==> src/wdru_pkg.sv <==
// Package for the watchdog reload and unlock block
package wdru_pkg;
  localparam int ADDR_W = 12;
  localparam int DATA_W = 32;
  localparam logic [ADDR_W-1:0] OFF_CTRL = 12'h0FF0;
  localparam logic [ADDR_W-1:0] OFF_RELU = 12'h0FF4;
  localparam logic [ADDR_W-1:0] OFF_RELH = 12'h0FF8;
  localparam logic [ADDR_W-1:0] OFF_RELL = 12'h0FFC;
  localparam logic [ADDR_W-1:0] OFF_CFG = 12'h0FE0;
  localparam logic [ADDR_W-1:0] OFF_IRQ_STAT = 12'h0FE4;
  localparam logic [ADDR_W-1:0] OFF_IRQ_MASK = 12'h0FE8;
  localparam logic [7:0] UNLOCK_FIRST = 8'h55;
  localparam logic [7:0] UNLOCK_SECOND = 8'hAA;
  localparam logic [23:0] RELOAD_RST = 24'hFF_FFFF;
  localparam logic [23:0] RELOAD_MIN = 24'h00_0004;
  localparam int IPO_CYC_NOXTAL = 66;
  localparam int IPO_CYC_XTAL = 5000;
  localparam int IPO_DIV_DEFAULT = 4;
  // Reset status layout
  localparam int BIT_WDT_TO = 5;
  localparam int BIT_EXT = 4;
  localparam int BIT_SMR = 3;
  // Interrupt status layout
  localparam int IRQ_TIMEOUT = 0;
  localparam int IRQ_UNLOCK_ERR = 1;
  localparam int IRQ_W = 2;
  // Config layout
  localparam int CFG_RESET_OPT = 0;
  localparam int CFG_XTAL_EN = 1;
  localparam int CFG_STOP = 2;
  localparam int CFG_RUN = 3;
  localparam logic [7:0] CFG_RST = 8'h08;
  typedef enum logic [2:0]
  {
    UL_IDLE = 3'b001,
    UL_HALF = 3'b010,
    UL_OPEN = 3'b100
  } wdru_unlock_e;
endpackage : wdru_pkg

==> src/wdru_hold_timer.sv <==
// Reset-hold counter for stop-mode recovery and system reset
`timescale 1ns/100ps
module wdru_hold_timer #(
  parameter int CNT_W = 13
) (
  input wire logic clk_sys,
  input wire logic arst_n,
  input wire logic tick,
  input wire logic start,
  input wire logic [CNT_W-1:0] cycles,
  output logic busy
);
  typedef struct packed
  {
    logic [CNT_W-1:0] cnt;
    logic busy;
  } wdru_hold_s;
  wdru_hold_s st_q;
  wdru_hold_s st_d;
  always_comb
  begin
    st_d = st_q;
    if (start)
    begin
      st_d.cnt = cycles;
      st_d.busy = 1'b1;
    end
    else if (st_q.busy && tick)
    begin
      if (st_q.cnt <= CNT_W'(1))
      begin
        st_d.busy = 1'b0;
        st_d.cnt = '0;
      end
      else
        st_d.cnt = st_q.cnt - CNT_W'(1);
    end
  end
  always_ff @(posedge clk_sys or negedge arst_n)
  begin
    if (!arst_n)
      st_q <= '0;
    else
      st_q <= st_d;
  end
  assign busy = st_q.busy;
endmodule : wdru_hold_timer

==> src/wdru_watchdog.sv <==
// Watchdog reload registers, unlock sequence and reset status
//
// The Avalon-MM register port was chosen for this implementation.
`timescale 1ns/100ps
module wdru_watchdog
  import wdru_pkg::*;
#(
  parameter int IPO_DIV = wdru_pkg::IPO_DIV_DEFAULT
) (
  input wire logic clk_sys,
  input wire logic arst_n,
  input wire logic [wdru_pkg::ADDR_W-1:0] avs_address,
  input wire logic avs_read,
  input wire logic avs_write,
  input wire logic [wdru_pkg::DATA_W-1:0] avs_writedata,
  input wire logic [3:0] avs_byteenable,
  output logic [wdru_pkg::DATA_W-1:0] avs_readdata,
  output logic avs_waitrequest,
  input wire logic refreshInstr,
  input wire logic extResetPin_n,
  output logic sysResetReq,
  output logic coreHold,
  output logic oscCtrlReinit,
  output logic irq
);
  import wdru_pkg::*;

  typedef struct packed
  {
    wdru_unlock_e ul;
    logic [23:0] reload;
    logic [23:0] count;
    logic [7:0] reset_status_reg;
    logic [7:0] cfg;
    logic [IRQ_W-1:0] irqStat;
    logic [IRQ_W-1:0] irqMask;
    logic ack;
    logic [DATA_W-1:0] rdata;
    logic [15:0] div;
    logic sysRst;
    logic oscReinit;
    logic pinSeen;
  } wdru_state_s;

  wdru_state_s st_q;
  wdru_state_s st_d;
  logic [1:0] pinSync_q;
  logic tick;
  logic timeout;
  logic holdStart;
  logic [12:0] holdCycles;
  logic holdBusy;
  logic wrAcc;
  logic rdAcc;

  // Pin is asynchronous to clk_sys
  always_ff @(posedge clk_sys or negedge arst_n)
  begin
    if (!arst_n)
      pinSync_q <= 2'b11;
    else
      pinSync_q <= {pinSync_q[0], extResetPin_n};
  end

  assign tick = (st_q.div == 16'(IPO_DIV - 1));
  assign timeout = tick && (st_q.count == 24'h00_0000) && st_q.cfg[CFG_RUN];
  // One wait state; a write lands on the edge where waitrequest is low
  assign wrAcc = avs_write && st_q.ack;
  assign rdAcc = avs_read && !st_q.ack;
  assign avs_waitrequest = (avs_read || avs_write) && !st_q.ack;

  always_comb
  begin
    logic [IRQ_W-1:0] irqSet;
    irqSet = '0;
    st_d = st_q;
    st_d.ack = (avs_read || avs_write) && !st_q.ack;
    st_d.sysRst = 1'b0;
    st_d.oscReinit = 1'b0;
    st_d.div = tick ? 16'h0000 : st_q.div + 16'h0001;
    holdStart = 1'b0;
    holdCycles = st_q.cfg[CFG_XTAL_EN] ? 13'(IPO_CYC_XTAL) : 13'(IPO_CYC_NOXTAL);
    if (tick && st_q.cfg[CFG_RUN] && st_q.count != 24'h00_0000)
      st_d.count = st_q.count - 24'h00_0001;
    if (refreshInstr)
      st_d.count = st_q.reload;
    if (timeout)
    begin
      irqSet[IRQ_TIMEOUT] = 1'b1;
      st_d.reset_status_reg[BIT_WDT_TO] = 1'b1;
      st_d.count = st_q.reload;
      if (st_q.cfg[CFG_STOP])
      begin
        st_d.cfg[CFG_STOP] = 1'b0;
        st_d.reset_status_reg[BIT_SMR] = 1'b1;
        st_d.ul = UL_IDLE;
        st_d.oscReinit = 1'b1;
        holdStart = 1'b1;
      end
      else if (st_q.cfg[CFG_RESET_OPT])
      begin
        st_d.sysRst = 1'b1;
        holdStart = 1'b1;
      end
    end
    st_d.pinSeen = !pinSync_q[1];
    if (pinSync_q[1] && st_q.pinSeen)
    begin
      st_d.reset_status_reg[BIT_EXT] = 1'b1;
      st_d.ul = UL_IDLE;
      holdStart = 1'b1;
    end
    if (wrAcc && avs_byteenable[0])
    begin
      case (avs_address)
        OFF_CTRL:
        begin
          // Step unlock; only the unlock state and, on a wrong second byte, the unlock-error flag change
          case (st_q.ul)
            UL_IDLE: st_d.ul = (avs_writedata[7:0] == UNLOCK_FIRST) ? UL_HALF : UL_IDLE;
            UL_HALF:
            begin
              if (avs_writedata[7:0] == UNLOCK_SECOND)
                st_d.ul = UL_OPEN;
              else
              begin
                st_d.ul = UL_IDLE;
                irqSet[IRQ_UNLOCK_ERR] = 1'b1;
              end
            end
            UL_OPEN: st_d.ul = (avs_writedata[7:0] == UNLOCK_FIRST) ? UL_HALF : UL_IDLE;
            default: st_d.ul = UL_IDLE;
          endcase
        end
        OFF_RELU: if (st_q.ul == UL_OPEN) st_d.reload[23:16] = avs_writedata[7:0];
        OFF_RELH: if (st_q.ul == UL_OPEN) st_d.reload[15:8] = avs_writedata[7:0];
        OFF_RELL: if (st_q.ul == UL_OPEN) st_d.reload[7:0] = avs_writedata[7:0];
        OFF_CFG: st_d.cfg = avs_writedata[7:0];
        OFF_IRQ_STAT: st_d.irqStat = st_q.irqStat & ~avs_writedata[IRQ_W-1:0];
        OFF_IRQ_MASK: st_d.irqMask = avs_writedata[IRQ_W-1:0];
        default: st_d.ul = st_q.ul;
      endcase
    end
    // Set wins over clear
    st_d.irqStat = st_d.irqStat | irqSet;
    if (rdAcc)
    begin
      case (avs_address)
        OFF_CTRL: st_d.rdata = {24'h00_0000, st_q.reset_status_reg};
        OFF_RELU: st_d.rdata = {24'h00_0000, st_q.count[23:16]};
        OFF_RELH: st_d.rdata = {24'h00_0000, st_q.count[15:8]};
        OFF_RELL: st_d.rdata = {24'h00_0000, st_q.count[7:0]};
        OFF_CFG: st_d.rdata = {24'h00_0000, st_q.cfg};
        OFF_IRQ_STAT: st_d.rdata = {{(DATA_W-IRQ_W){1'b0}}, st_q.irqStat};
        OFF_IRQ_MASK: st_d.rdata = {{(DATA_W-IRQ_W){1'b0}}, st_q.irqMask};
        default: st_d.rdata = '0;
      endcase
    end
  end

  always_ff @(posedge clk_sys or negedge arst_n)
  begin
    if (!arst_n)
    begin
      st_q <= '0;
      st_q.ul <= UL_IDLE;
      st_q.reload <= RELOAD_RST;
      st_q.count <= RELOAD_RST;
      st_q.cfg <= CFG_RST;
    end
    else
      st_q <= st_d;
  end

  wdru_hold_timer #(
    .CNT_W(13)
  ) u_hold (
    .clk_sys(clk_sys),
    .arst_n(arst_n),
    .tick(tick),
    .start(holdStart),
    .cycles(holdCycles),
    .busy(holdBusy)
  );

  assign avs_readdata = st_q.rdata;
  assign sysResetReq = st_q.sysRst;
  assign oscCtrlReinit = st_q.oscReinit;
  assign coreHold = holdBusy;
  assign irq = |(st_q.irqStat & st_q.irqMask);

  // Checks
  a_reload_locked: assert property (@(posedge clk_sys) disable iff (!arst_n)
    (wrAcc && avs_address == OFF_RELL && st_q.ul != UL_OPEN) |=> $stable(st_q.reload[7:0]))
    else $error("reload changed while locked");
  a_reload_write: assert property (@(posedge clk_sys) disable iff (!arst_n)
    (wrAcc && avs_byteenable[0] && avs_address == OFF_RELH && st_q.ul == UL_OPEN)
    |=> st_q.reload[15:8] == $past(avs_writedata[7:0]))
    else $error("reload high byte not written");
  a_unlock_seq: assert property (@(posedge clk_sys) disable iff (!arst_n)
    (wrAcc && avs_byteenable[0] && avs_address == OFF_CTRL && st_q.ul == UL_HALF
     && avs_writedata[7:0] == UNLOCK_SECOND) |=> st_q.ul == UL_OPEN)
    else $error("unlock not opened");
  a_unlock_relock: assert property (@(posedge clk_sys) disable iff (!arst_n)
    (wrAcc && avs_byteenable[0] && avs_address == OFF_CTRL && st_q.ul == UL_HALF
     && avs_writedata[7:0] != UNLOCK_SECOND && !holdStart) |=> st_q.ul == UL_IDLE)
    else $error("wrong byte did not relock");
  a_ctrl_readback: assert property (@(posedge clk_sys) disable iff (!arst_n)
    (rdAcc && avs_address == OFF_CTRL) |=> avs_readdata[7:0] == $past(st_q.reset_status_reg))
    else $error("control read not status");
  a_count_read: assert property (@(posedge clk_sys) disable iff (!arst_n)
    (rdAcc && avs_address == OFF_RELU) |=> avs_readdata[7:0] == $past(st_q.count[23:16]))
    else $error("upper read not count");
  a_refresh_load: assert property (@(posedge clk_sys) disable iff (!arst_n)
    (refreshInstr && !timeout) |=> st_q.count == $past(st_q.reload))
    else $error("refresh did not load");
  a_reset_option: assert property (@(posedge clk_sys) disable iff (!arst_n)
    (timeout && !st_q.cfg[CFG_RESET_OPT]) |=> !sysResetReq)
    else $error("reset without option");
  a_stop_wake: assert property (@(posedge clk_sys) disable iff (!arst_n)
    (timeout && st_q.cfg[CFG_STOP]) |=> ##1 coreHold && oscCtrlReinit == 1'b0)
    else $error("no recovery from stop");
  c_unlock: cover property (@(posedge clk_sys) disable iff (!arst_n) st_q.ul == UL_OPEN);
  c_timeout: cover property (@(posedge clk_sys) disable iff (!arst_n) timeout);
  c_irq: cover property (@(posedge clk_sys) disable iff (!arst_n) irq);
endmodule : wdru_watchdog

==> config.mk <==
export PLATFORM = sky130hd
export DESIGN_NAME = wdru_watchdog
export DESIGN_NICKNAME = d
export VERILOG_FILES = /design/src/wdru_pkg.sv /design/src/wdru_hold_timer.sv /design/src/wdru_watchdog.sv
export SDC_FILE = /design/constraint.sdc
export NUM_CORES = 1
export LEC_CHECK = 0
export CORE_MARGIN = 4
export CORE_UTILIZATION = 40
export CTS_CLUSTER_DIAMETER = 100
export DETAILED_ROUTE_END_ITERATION = 16
export DONT_BUFFER_PORTS = 1
export HOLD_SLACK_MARGIN = 0.1
export PLACE_DENSITY_LB_ADDON = 0.25
export SYNTH_ARGS = -nofsm -noshare
export SYNTH_HDL_FRONTEND = slang
export SYNTH_HIERARCHICAL = 1
export SYNTH_SLANG_ARGS = --single-unit
==> constraint.sdc <==
create_clock -name clk_sys -period 3.1 [get_ports clk_sys]
set_input_delay 0 -clock clk_sys [delete_from_list [all_inputs] [get_ports clk_sys]]
set_output_delay 0 -clock clk_sys [all_outputs]
set_load 0.03 [all_outputs]
Word-level counts from Yosys, hierarchy flattened
Cells that the tools add are included.
- register bits: 134
- bits in latches: 0
- memory bits (writable): 0
- ROM bits: 0
- input port bits: 54
- output and inout bits: 37
- logic and storage cells: 112
- memories: 0
- add/sub/neg operators: 3
- multiply operators: 0
- divide/modulo/power cells: 0
- magnitude comparators: 1
- equal/unequal tests: 14
- shift operators: 0
- mux-type cells: 41
- bitwise gates (word level): 4
- reductions and logical operators: 28
- operator list (kind ; number):
    $eq A12 B12 Y1 const B ; 7
    $mux W24 ; 3
    $pmux W8 S7 ; 1
    $mux W8 ; 6
    $mux W14 ; 2
    $mux W27 ; 1
    $mux W13 ; 2
    $logic_not A24 Y1 ; 1
    $reduce_bool A24 Y1 ; 1
    $sub A24 B1 Y24 const B ; 1
    $add A16 B1 Y16 const B ; 1
    $eq A16 B2 Y1 const B ; 1
    $mux W16 ; 1
    $mux W3 ; 5
    $le A13 B1 Y1 const B ; 1
    $mux W1 ; 13
    $sub A13 B1 Y13 const B ; 1
    $pmux W3 S2 ; 2
    $logic_and A1 B1 Y1 ; 10
    $reduce_and A3 Y1 ; 3
    $eq A8 B7 Y1 const B ; 1
    $eq A8 B8 Y1 const B ; 1
    $mux W2 ; 4
    $reduce_and A2 Y1 ; 4
    other kinds (14) ; 18

Depth between registers and ports, before layout
Gate-level depths: netlist of run 1.
- depth in word-level cells: 7
- depth in mapped cells: 13
- gate-level depth less buffers: 10

Cells and area by module
Netlist of run 1, hierarchy kept.
- modules (own cells, without submodules) (module ; instances ; cells an instance ; area an instance (um2)):
    wdru_watchdog ; 1 ; 514 ; 5202.5
    wdru_hold_timer ; 1 ; 102 ; 888.4

Least setup slack after synthesis of run 1
No wires, ideal clock.
- path type: register -> register
- from: register st_q[88] (netlist name)
- to: register u_hold/st_q[13] (netlist name)
- library setup time: 0.124 ns
- arrival time: 3.148 ns
- data required time: 2.976 ns
- path slack: -0.172 ns
- stages on the path, launching flop included: 14
- path buffers: 4
- clock period less this slack: 3.272 ns
- path through: dfstp_2 > or4_1 > buf_2 > or4_4 > nor3_1 > buf_2 > buf_2 > nand2_1 > o21ai_0 > buf_6 > nor3_1 > nor2b_1 > and3b_1 > a211o_1
- word-level cells in the longest chain between the ends: 6
- elaborated cells between the ends (all ways): 7
- classes of those cells: 3 x mux; 4 x reduce/logical
- RTL lines (item ; line ; text):
    start: declaration ; wdru_watchdog.sv:45 ; wdru_state_s st_q;
    start signal: assignment ; wdru_watchdog.sv:172 ; st_q <= st_d;
    $logic_not A24 Y1 (*) ; wdru_watchdog.sv:66 ; assign timeout = tick && (st_q.count == 24'h00_0000) && st_q.cfg[CFG_RUN];
    $logic_and A1 B1 Y1 (*) (2 in a row) ; wdru_watchdog.sv:66 ;
    $mux W1 (*) ; wdru_watchdog.sv:87 ; if (timeout)
    $mux W1 (*) ; wdru_watchdog.sv:107 ; if (pinSync_q[1] && st_q.pinSeen)
    net holdStart ; wdru_watchdog.sv:50 ; logic holdStart;
    $mux W14 / $reduce_bool A2 Y1 (equally long branches) ; n/a ;
    end signal: assignment ; wdru_hold_timer.sv:44 ; st_q <= st_d;
    end: declaration ; wdru_hold_timer.sv:18 ; wdru_hold_s st_q;
Mark *: on every way through the listed nets, which the timed path passes. The rest lies on a longest branch.
A chain may end at the register's enable or synchronous reset.

Worst setup path in the final report of run 1
- from: register st_q[3] (netlist name)
- to: register u_hold/st_q[6] (netlist name)
- word-level cells in the longest chain between the ends: 6
- elaborated cells between the ends (all ways): 8
- classes of those cells: 1 x eq/ne; 3 x mux; 4 x reduce/logical
- RTL lines (item ; line ; text):
    $eq A16 B2 Y1 (*) ; wdru_watchdog.sv:65 ; assign tick = (st_q.div == 16'(IPO_DIV - 1));
    net tick ; wdru_watchdog.sv:48 ; logic tick;
    $logic_and A1 B1 Y1 (2 in a row) ; wdru_watchdog.sv:66 ;
    $mux W1 ; wdru_watchdog.sv:87 ;
    $mux W1 ; wdru_watchdog.sv:107 ;
    $mux W14 / $reduce_bool A2 Y1 (equally long branches) ; n/a ;
Marked as above.

==> results of run 1 <==
## per-layer routing
layer  GRT usage, %  share of wire [%]  vias to the layer above
met5              0                  0                        -
met4          4.376                1.6                        0
met3          3.670                4.6                       19
met2          29.77                 48                      154
met1          25.41                 46                     2366
li1               -                  -                     2227
## power breakdown
part | total [mW] | internal (mW) | switching, mW
Clock | 1.12 | 0.577 | 0.546
Combinational | 0.290 | 0.0933 | 0.197
Sequential | 1.53 | 1.48 | 0.0463
Total | 2.94 | 2.15 | 0.789
## through the flow
stage               util, %  cell area (sq um)  cells  setup slack, ns  TNS [ns]
floorplan                 -               6212    645         -0.01474  -0.01474
global placement      42.27               6213    793           0.2253         0
detailed placement    42.27               6213    793           0.1427         0
CTS                   45.55               6695    827           0.1256         0
global route          45.66               6711    827         0.004135         0
finish                45.66               6711    827           0.1224         0
## sequential cells by signal, summed over array words and instances, names as in the netlist
name / cells
pinSync_q: 2
u_hold/st_q: 13
sysResetReq: 1
oscCtrlReinit: 1
avs_readdata: 8
st_q: 84
u_hold/busy: 1
## critical path, delay by kind of cell (launching register included)
| family | cells | cell delay [ns] |
|---|---|---|
| AND/OR/NAND/NOR | 5 | 1.79 |
| multiplexers | 1 | 0.16 |
| flip-flops | 1 | 0.41 |
| AO/OA/AOI/OAI | 1 | 0.14 |
| buffers and inverters | 1 | 0.17 |
| adder cells (fa/ha/maj) | 1 | 0.23 |
## cells by family after synthesis
| kind of cell | count (synthesis) | share of synthesized area, % |
|---|---|---|
| XOR/XNOR | 15 | 2.157 |
| buffers and inverters | 78 | 7.601 |
| multiplexers | 48 | 9.224 |
| flip-flops | 110 | 46.26 |
| AO/OA/AOI/OAI | 119 | 12.74 |
| adder cells (fa/ha/maj) | 5 | 1.027 |
| other | 1 | 0.06157 |
| AND/OR/NAND/NOR | 240 | 20.93 |
## synth_stat cells (14+ instances only)
cell,number,area [sq um]
nand2_1,56,210.2
inv_1,21,78.83
dfstp_2,52,1366
clkbuf_1,14,52.55
dfrtp_1,58,1451
a21oi_1,20,100.1
nand3_1,26,130.1
nor2_1,56,210.2
nor4_1,14,87.58
nor3_1,16,80.08
mux2_2,35,394.1
buf_4,33,247.7
o21ai_0,36,180.2
## worst max path at each step
stage	start	depth (start not counted)	end
final	st_q[3]	9	u_hold/st_q[6]
after global routing	st_q[3]	9	u_hold/st_q[6]
after CTS	st_q[3]	9	u_hold/st_q[6]
after detailed placement	st_q[3]	9	u_hold/st_q[6]
after global placement	st_q[89]	7	st_q[121]
after floorplan	st_q[88]	13	u_hold/st_q[13]
## layout by cell type (no fill, tap or decap), types with 7 or more instances in the layout
cell / n
mux2i_1: 10
or4_1: 11
clkbuf_16: 9
a22oi_1: 7
o21ai_0: 35
a21oi_1: 19
mux2_2: 35
dlygate4sd3_1: 17
dfstp_2: 52
nor2_1: 56
xnor2_1: 10
nand4_1: 7
nor4_1: 13
conb_1: 30
dfrtp_1: 58
a31oi_1: 7
inv_1: 21
nor3_1: 14
buf_4: 21
nand2_1: 56
nand3_1: 26
## what timing repair did
| item | in CTS | in global routing |
|---|---|---|
| hold buffers | 18 | 0 |
| hold endpoints to repair | 180 | 0 |
| gates resized for setup | 0 | 3 |
| setup endpoints to repair | 0 | 8 |
## cell type report
type / instances / area [sq um]
clock buffer: 11 / 242.7
clock inverter: 5 / 41.29
fill: 1398 / 7988
inverter: 21 / 78.83
multi-input combinational: 457 / 2945
sequential: 110 / 2818
tap: 184 / 230.2
timing repair buffer: 39 / 355.3
==> results.sh, run 1 <==
export IMPL_grt_max_degree=111
export IMPL_ant_nets=0
export IMPL_holdPathEnd="st_q[121]"
export IMPL_nets=697
export IMPL_syn_inst=616
export IMPL_clk_pin_slew_ns=0.07
export IMPL_numCtsBuffers=9
export IMPL_power_density_nw_per_um2=438.0
export IMPL_cp_slowest_cell="or4b_2"
export IMPL_htree_num_levels=3
export IMPL_post_cts_buffers=0
export IMPL_routed_wl_um=15650
export IMPL_diodes=0
export IMPL_cpMostUsedCell="or4_1"
export IMPL_drive_gt1_share_pct=23.33
export IMPL_rows=44
export IMPL_skew_ns=0.008752
export IMPL_path_class="reg -> reg"
export IMPL_hold_violations=0
export IMPL_synth_edf_count=0
export IMPL_cts_sinks=110
export IMPL_first_iter_violations=390
export IMPL_start_kind="flop"
export IMPL_areaGrowthSynthToFinish_pct=10.19
export IMPL_syn_area_per_cell_sq_um=9.888
export IMPL_synthArstFlopShare_pct=100.0
export IMPL_drc_errors=0
export IMPL_yosys_warnings=6
export IMPL_drv_slew=0
export IMPL_gr_total_overflow=0
export IMPL_min_path_type="in -> reg"
export IMPL_fin_crit_sh_pct=96.05
export IMPL_p_leak_nw=2.782
export IMPL_cts_tree="yes"
export IMPL_ios=91
export IMPL_critPathArrivalTime_ns=3.27
export IMPL_p_total_mw=2.940
export IMPL_synth_ff_type="dfrtp_1"
export IMPL_synth_seq_area_share_pct=46.26
export IMPL_regToRegEndpoint="u_hold/st_q[6]"
export IMPL_required_ns=3.40
export IMPL_grt_util_all_layers_pct=18.34
export IMPL_hpwl_um=11210
export IMPL_finalSetupViolCount=0
export IMPL_port_buffers=0
export IMPL_whs_ns=0.1285
export IMPL_dieWidth_um=131.4
export IMPL_min_period_ns=2.978
export IMPL_end_kind="flop"
export IMPL_root_buffer="clkbuf_16"
export IMPL_synth_area_sq_um=6091
export IMPL_r2r_start="st_q[3]"
export IMPL_crit_fanout=8
export IMPL_holdCritStartpoint="avs_writedata[4]"
export IMPL_wire_per_inst_um=18.93
export IMPL_die_y_um=131.4
export IMPL_core_area_sq_um=14700
export IMPL_slowest_delay_ns=0.66
export IMPL_grt_setup_unrepaired="false"
export IMPL_grt_pass1_wl_um=25680
export IMPL_path_cells="ha_1, or4b_2, or4_1, nor3_2, buf_4, nand2_1, or4_1, o21ai_1, mux2_2"
export IMPL_fmax_ghz=0.3358
export IMPL_start_util_pct=41.44
export IMPL_rrSetupSlack_ns=0.12
export IMPL_clockBufferDepth=2
export IMPL_synth_cell_types=71
export IMPL_grt_pass1_vias=4665
export IMPL_ys_ff_latch=110
export IMPL_worst_pin_slew_ns=1.066
export IMPL_outcome="finished, final reports clean"
export IMPL_cap_viol_max_count=0
export IMPL_clkLatencyLatePin_ns=0.36
export IMPL_drt_first_pass_iters=6
export IMPL_ir_worst_vdd_mv=0.3293
export IMPL_antenna_found_initial=0
export IMPL_timing_slew_headroom_pct=28.91
export IMPL_die_area_sq_um=17270
export IMPL_min_path_cells=4
export IMPL_place_gp_congestion=0.9356
export IMPL_viasPerCell=5.763
export IMPL_ff2ff_path_depth=9
export IMPL_vias=4766
(Power assumes the default switching activity.)
==> run 2, diff against run 1 <==
- CORE_UTILIZATION: 40 -> 30
==> results.sh, run 2 (same netlist as run 1, synthesis figures left out) <==
export IMPL_ios=91
export IMPL_p_total_mw=3.074
export IMPL_p_leak_nw=2.808
export IMPL_required_ns=3.34
export IMPL_clockBufferDepth=2
export IMPL_grt_setup_unrepaired="false"
export IMPL_drv_slew=0
export IMPL_fin_crit_sh_pct=94.92
export IMPL_drc_errors=0
export IMPL_path_cells="or4_1, or4_4, nor3_2, buf_4, and3_1, o21bai_1, a22o_1"
export IMPL_grt_max_degree=111
export IMPL_rows=51
export IMPL_routed_wl_um=16160
export IMPL_grt_pass1_wl_um=25920
export IMPL_min_period_ns=2.943
export IMPL_timing_slew_headroom_pct=17.82
export IMPL_timing_final_ws_setup_ns=0.1574
export IMPL_placedCellCount=876
export IMPL_wire_per_inst_um=17.76
export IMPL_core_area_sq_um=19720
export IMPL_grt_pass1_vias=4591
export IMPL_cts_sinks=110
export IMPL_drive_gt1_share_pct=23.57
export IMPL_utilization_pct=34.80
export IMPL_fill_cells=2020
export IMPL_cp_slowest_cell="or4_1"
export IMPL_ir_worst_vdd_mv=0.2790
export IMPL_power_density_nw_per_um2=448.1
export IMPL_post_cts_buffers=0
export IMPL_drt_first_pass_iters=5
export IMPL_layout_commonest_cell="dfrtp_1"
export IMPL_nets=699
export IMPL_largest_reg_flops=84
export IMPL_final_cell_mix="dfrtp_1 (58), nor2_1 (56), nand2_1 (56)"
export IMPL_skew_ns=0.008362
export IMPL_dpl_worst_slack_ns=0.1859
export IMPL_end_kind="flop"
export IMPL_die_y_um=150.5
export IMPL_htree_num_levels=3
export IMPL_fmax_ghz=0.3398
export IMPL_min_path_type="in -> reg"
export IMPL_stdcell_count=910
export IMPL_die_area_sq_um=22650
export IMPL_diodes=0
export IMPL_cap_viol_max_count=0
export IMPL_vias=4719
export IMPL_clkLatencyLatePin_ns=0.35
export IMPL_areaGrowthSynthToFinish_pct=12.65
export IMPL_hold_violations=0
export IMPL_place_gp_congestion=0.8994
export IMPL_clk_pin_slew_ns=0.07
export IMPL_first_iter_violations=373
export IMPL_hpwl_um=11460
export IMPL_crit_family="simple AND/OR/NAND/NOR gates"
export IMPL_critPathArrivalTime_ns=3.19
export IMPL_antenna_found_initial=0
export IMPL_dieWidth_um=150.5
export IMPL_start_util_pct=30.89
export IMPL_regMostFlops="st_q"
export IMPL_root_buffer="clkbuf_16"
export IMPL_outcome="finished, final reports clean"
export IMPL_crit_fanout=21
export IMPL_gr_total_overflow=0
export IMPL_cts_tree="yes"
export IMPL_whs_ns=0.1090
export IMPL_numCtsBuffers=9
export IMPL_start_kind="flop"
export IMPL_viasPerCell=5.186
export IMPL_finalSetupViolCount=0
export IMPL_crit_buf_inv=1
export IMPL_worst_pin_slew_ns=1.233
export IMPL_port_buffers=0
export IMPL_slowest_delay_ns=0.55
export IMPL_grt_util_all_layers_pct=14.68
export IMPL_path_class="reg -> reg"
export IMPL_ant_nets=0
run 2: routing by layer:
metal	GRT usage, %	routed length, um	vias up
li1	-	-	2236
met1	20.28	7635	2368
met2	23.46	7607	102
met3	3.612	739	13
met4	3.019	176	0
met5	0	0	-
run 2: where the power goes:
| group | total, mW | leakage [nW] | switching (mW) | internal (mW) |
|---|---|---|---|---|
| sequential | 1.53 | 1.30 | 0.0491 | 1.48 |
| combinational | 0.288 | 1.35 | 0.195 | 0.0935 |
| clock | 1.26 | 0.161 | 0.569 | 0.689 |
run 2: per-stage QoR:
step | TNS (ns) | area (sq um)
6_report | 0 | 6862
3_3_place_gp | 0 | 6330
2_1_floorplan | -0.01474 | 6212
3_5_place_dp | 0 | 6330
5_1_grt | 0 | 6862
4_1_cts | 0 | 6852
run 2: what timing repair did:
| item | in CTS | in global routing |
|---|---|---|
| resized for setup | 0 | 2 |
| endpoints found under the setup margin | 0 | 2 |
| hold buffers | 18 | 0 |
| hold endpoints to repair | 180 | 0 |
run 2: layout make-up:
cell class                 count  area [sq um]  area share (%)
tap                          265         331.6           4.832
sequential                   110          2818           41.06
clock buffer                  10         250.2           3.647
inverter                      21         78.83           1.149
clock inverter                 6         73.82           1.076
timing repair buffer          41         370.4           5.398
multi-input combinational    457          2939           42.83
run 2: worst paths after layout:
path,start,end,slack (ns),cells after the start
worst max-delay path,st_q[88],st_q[121],0.16,7
worst min-delay path,avs_address[2],avs_readdata[3],0.11,3
worst max register to register,st_q[88],st_q[121],0.16,7
worst min register to register,pinSync_q[0],pinSync_q[1],0.36,0
max in group asynchronous,arst_n,st_q[77],2.38,2
min in group asynchronous,arst_n,st_q[52],0.33,2
run 2: worst register-to-register path: cells and delay by family (launching register included):
kind            cells  cell delay, ns
flops               1            0.42
buf+inv             1            0.31
compound gates      2            0.45
simple gates        4            1.66
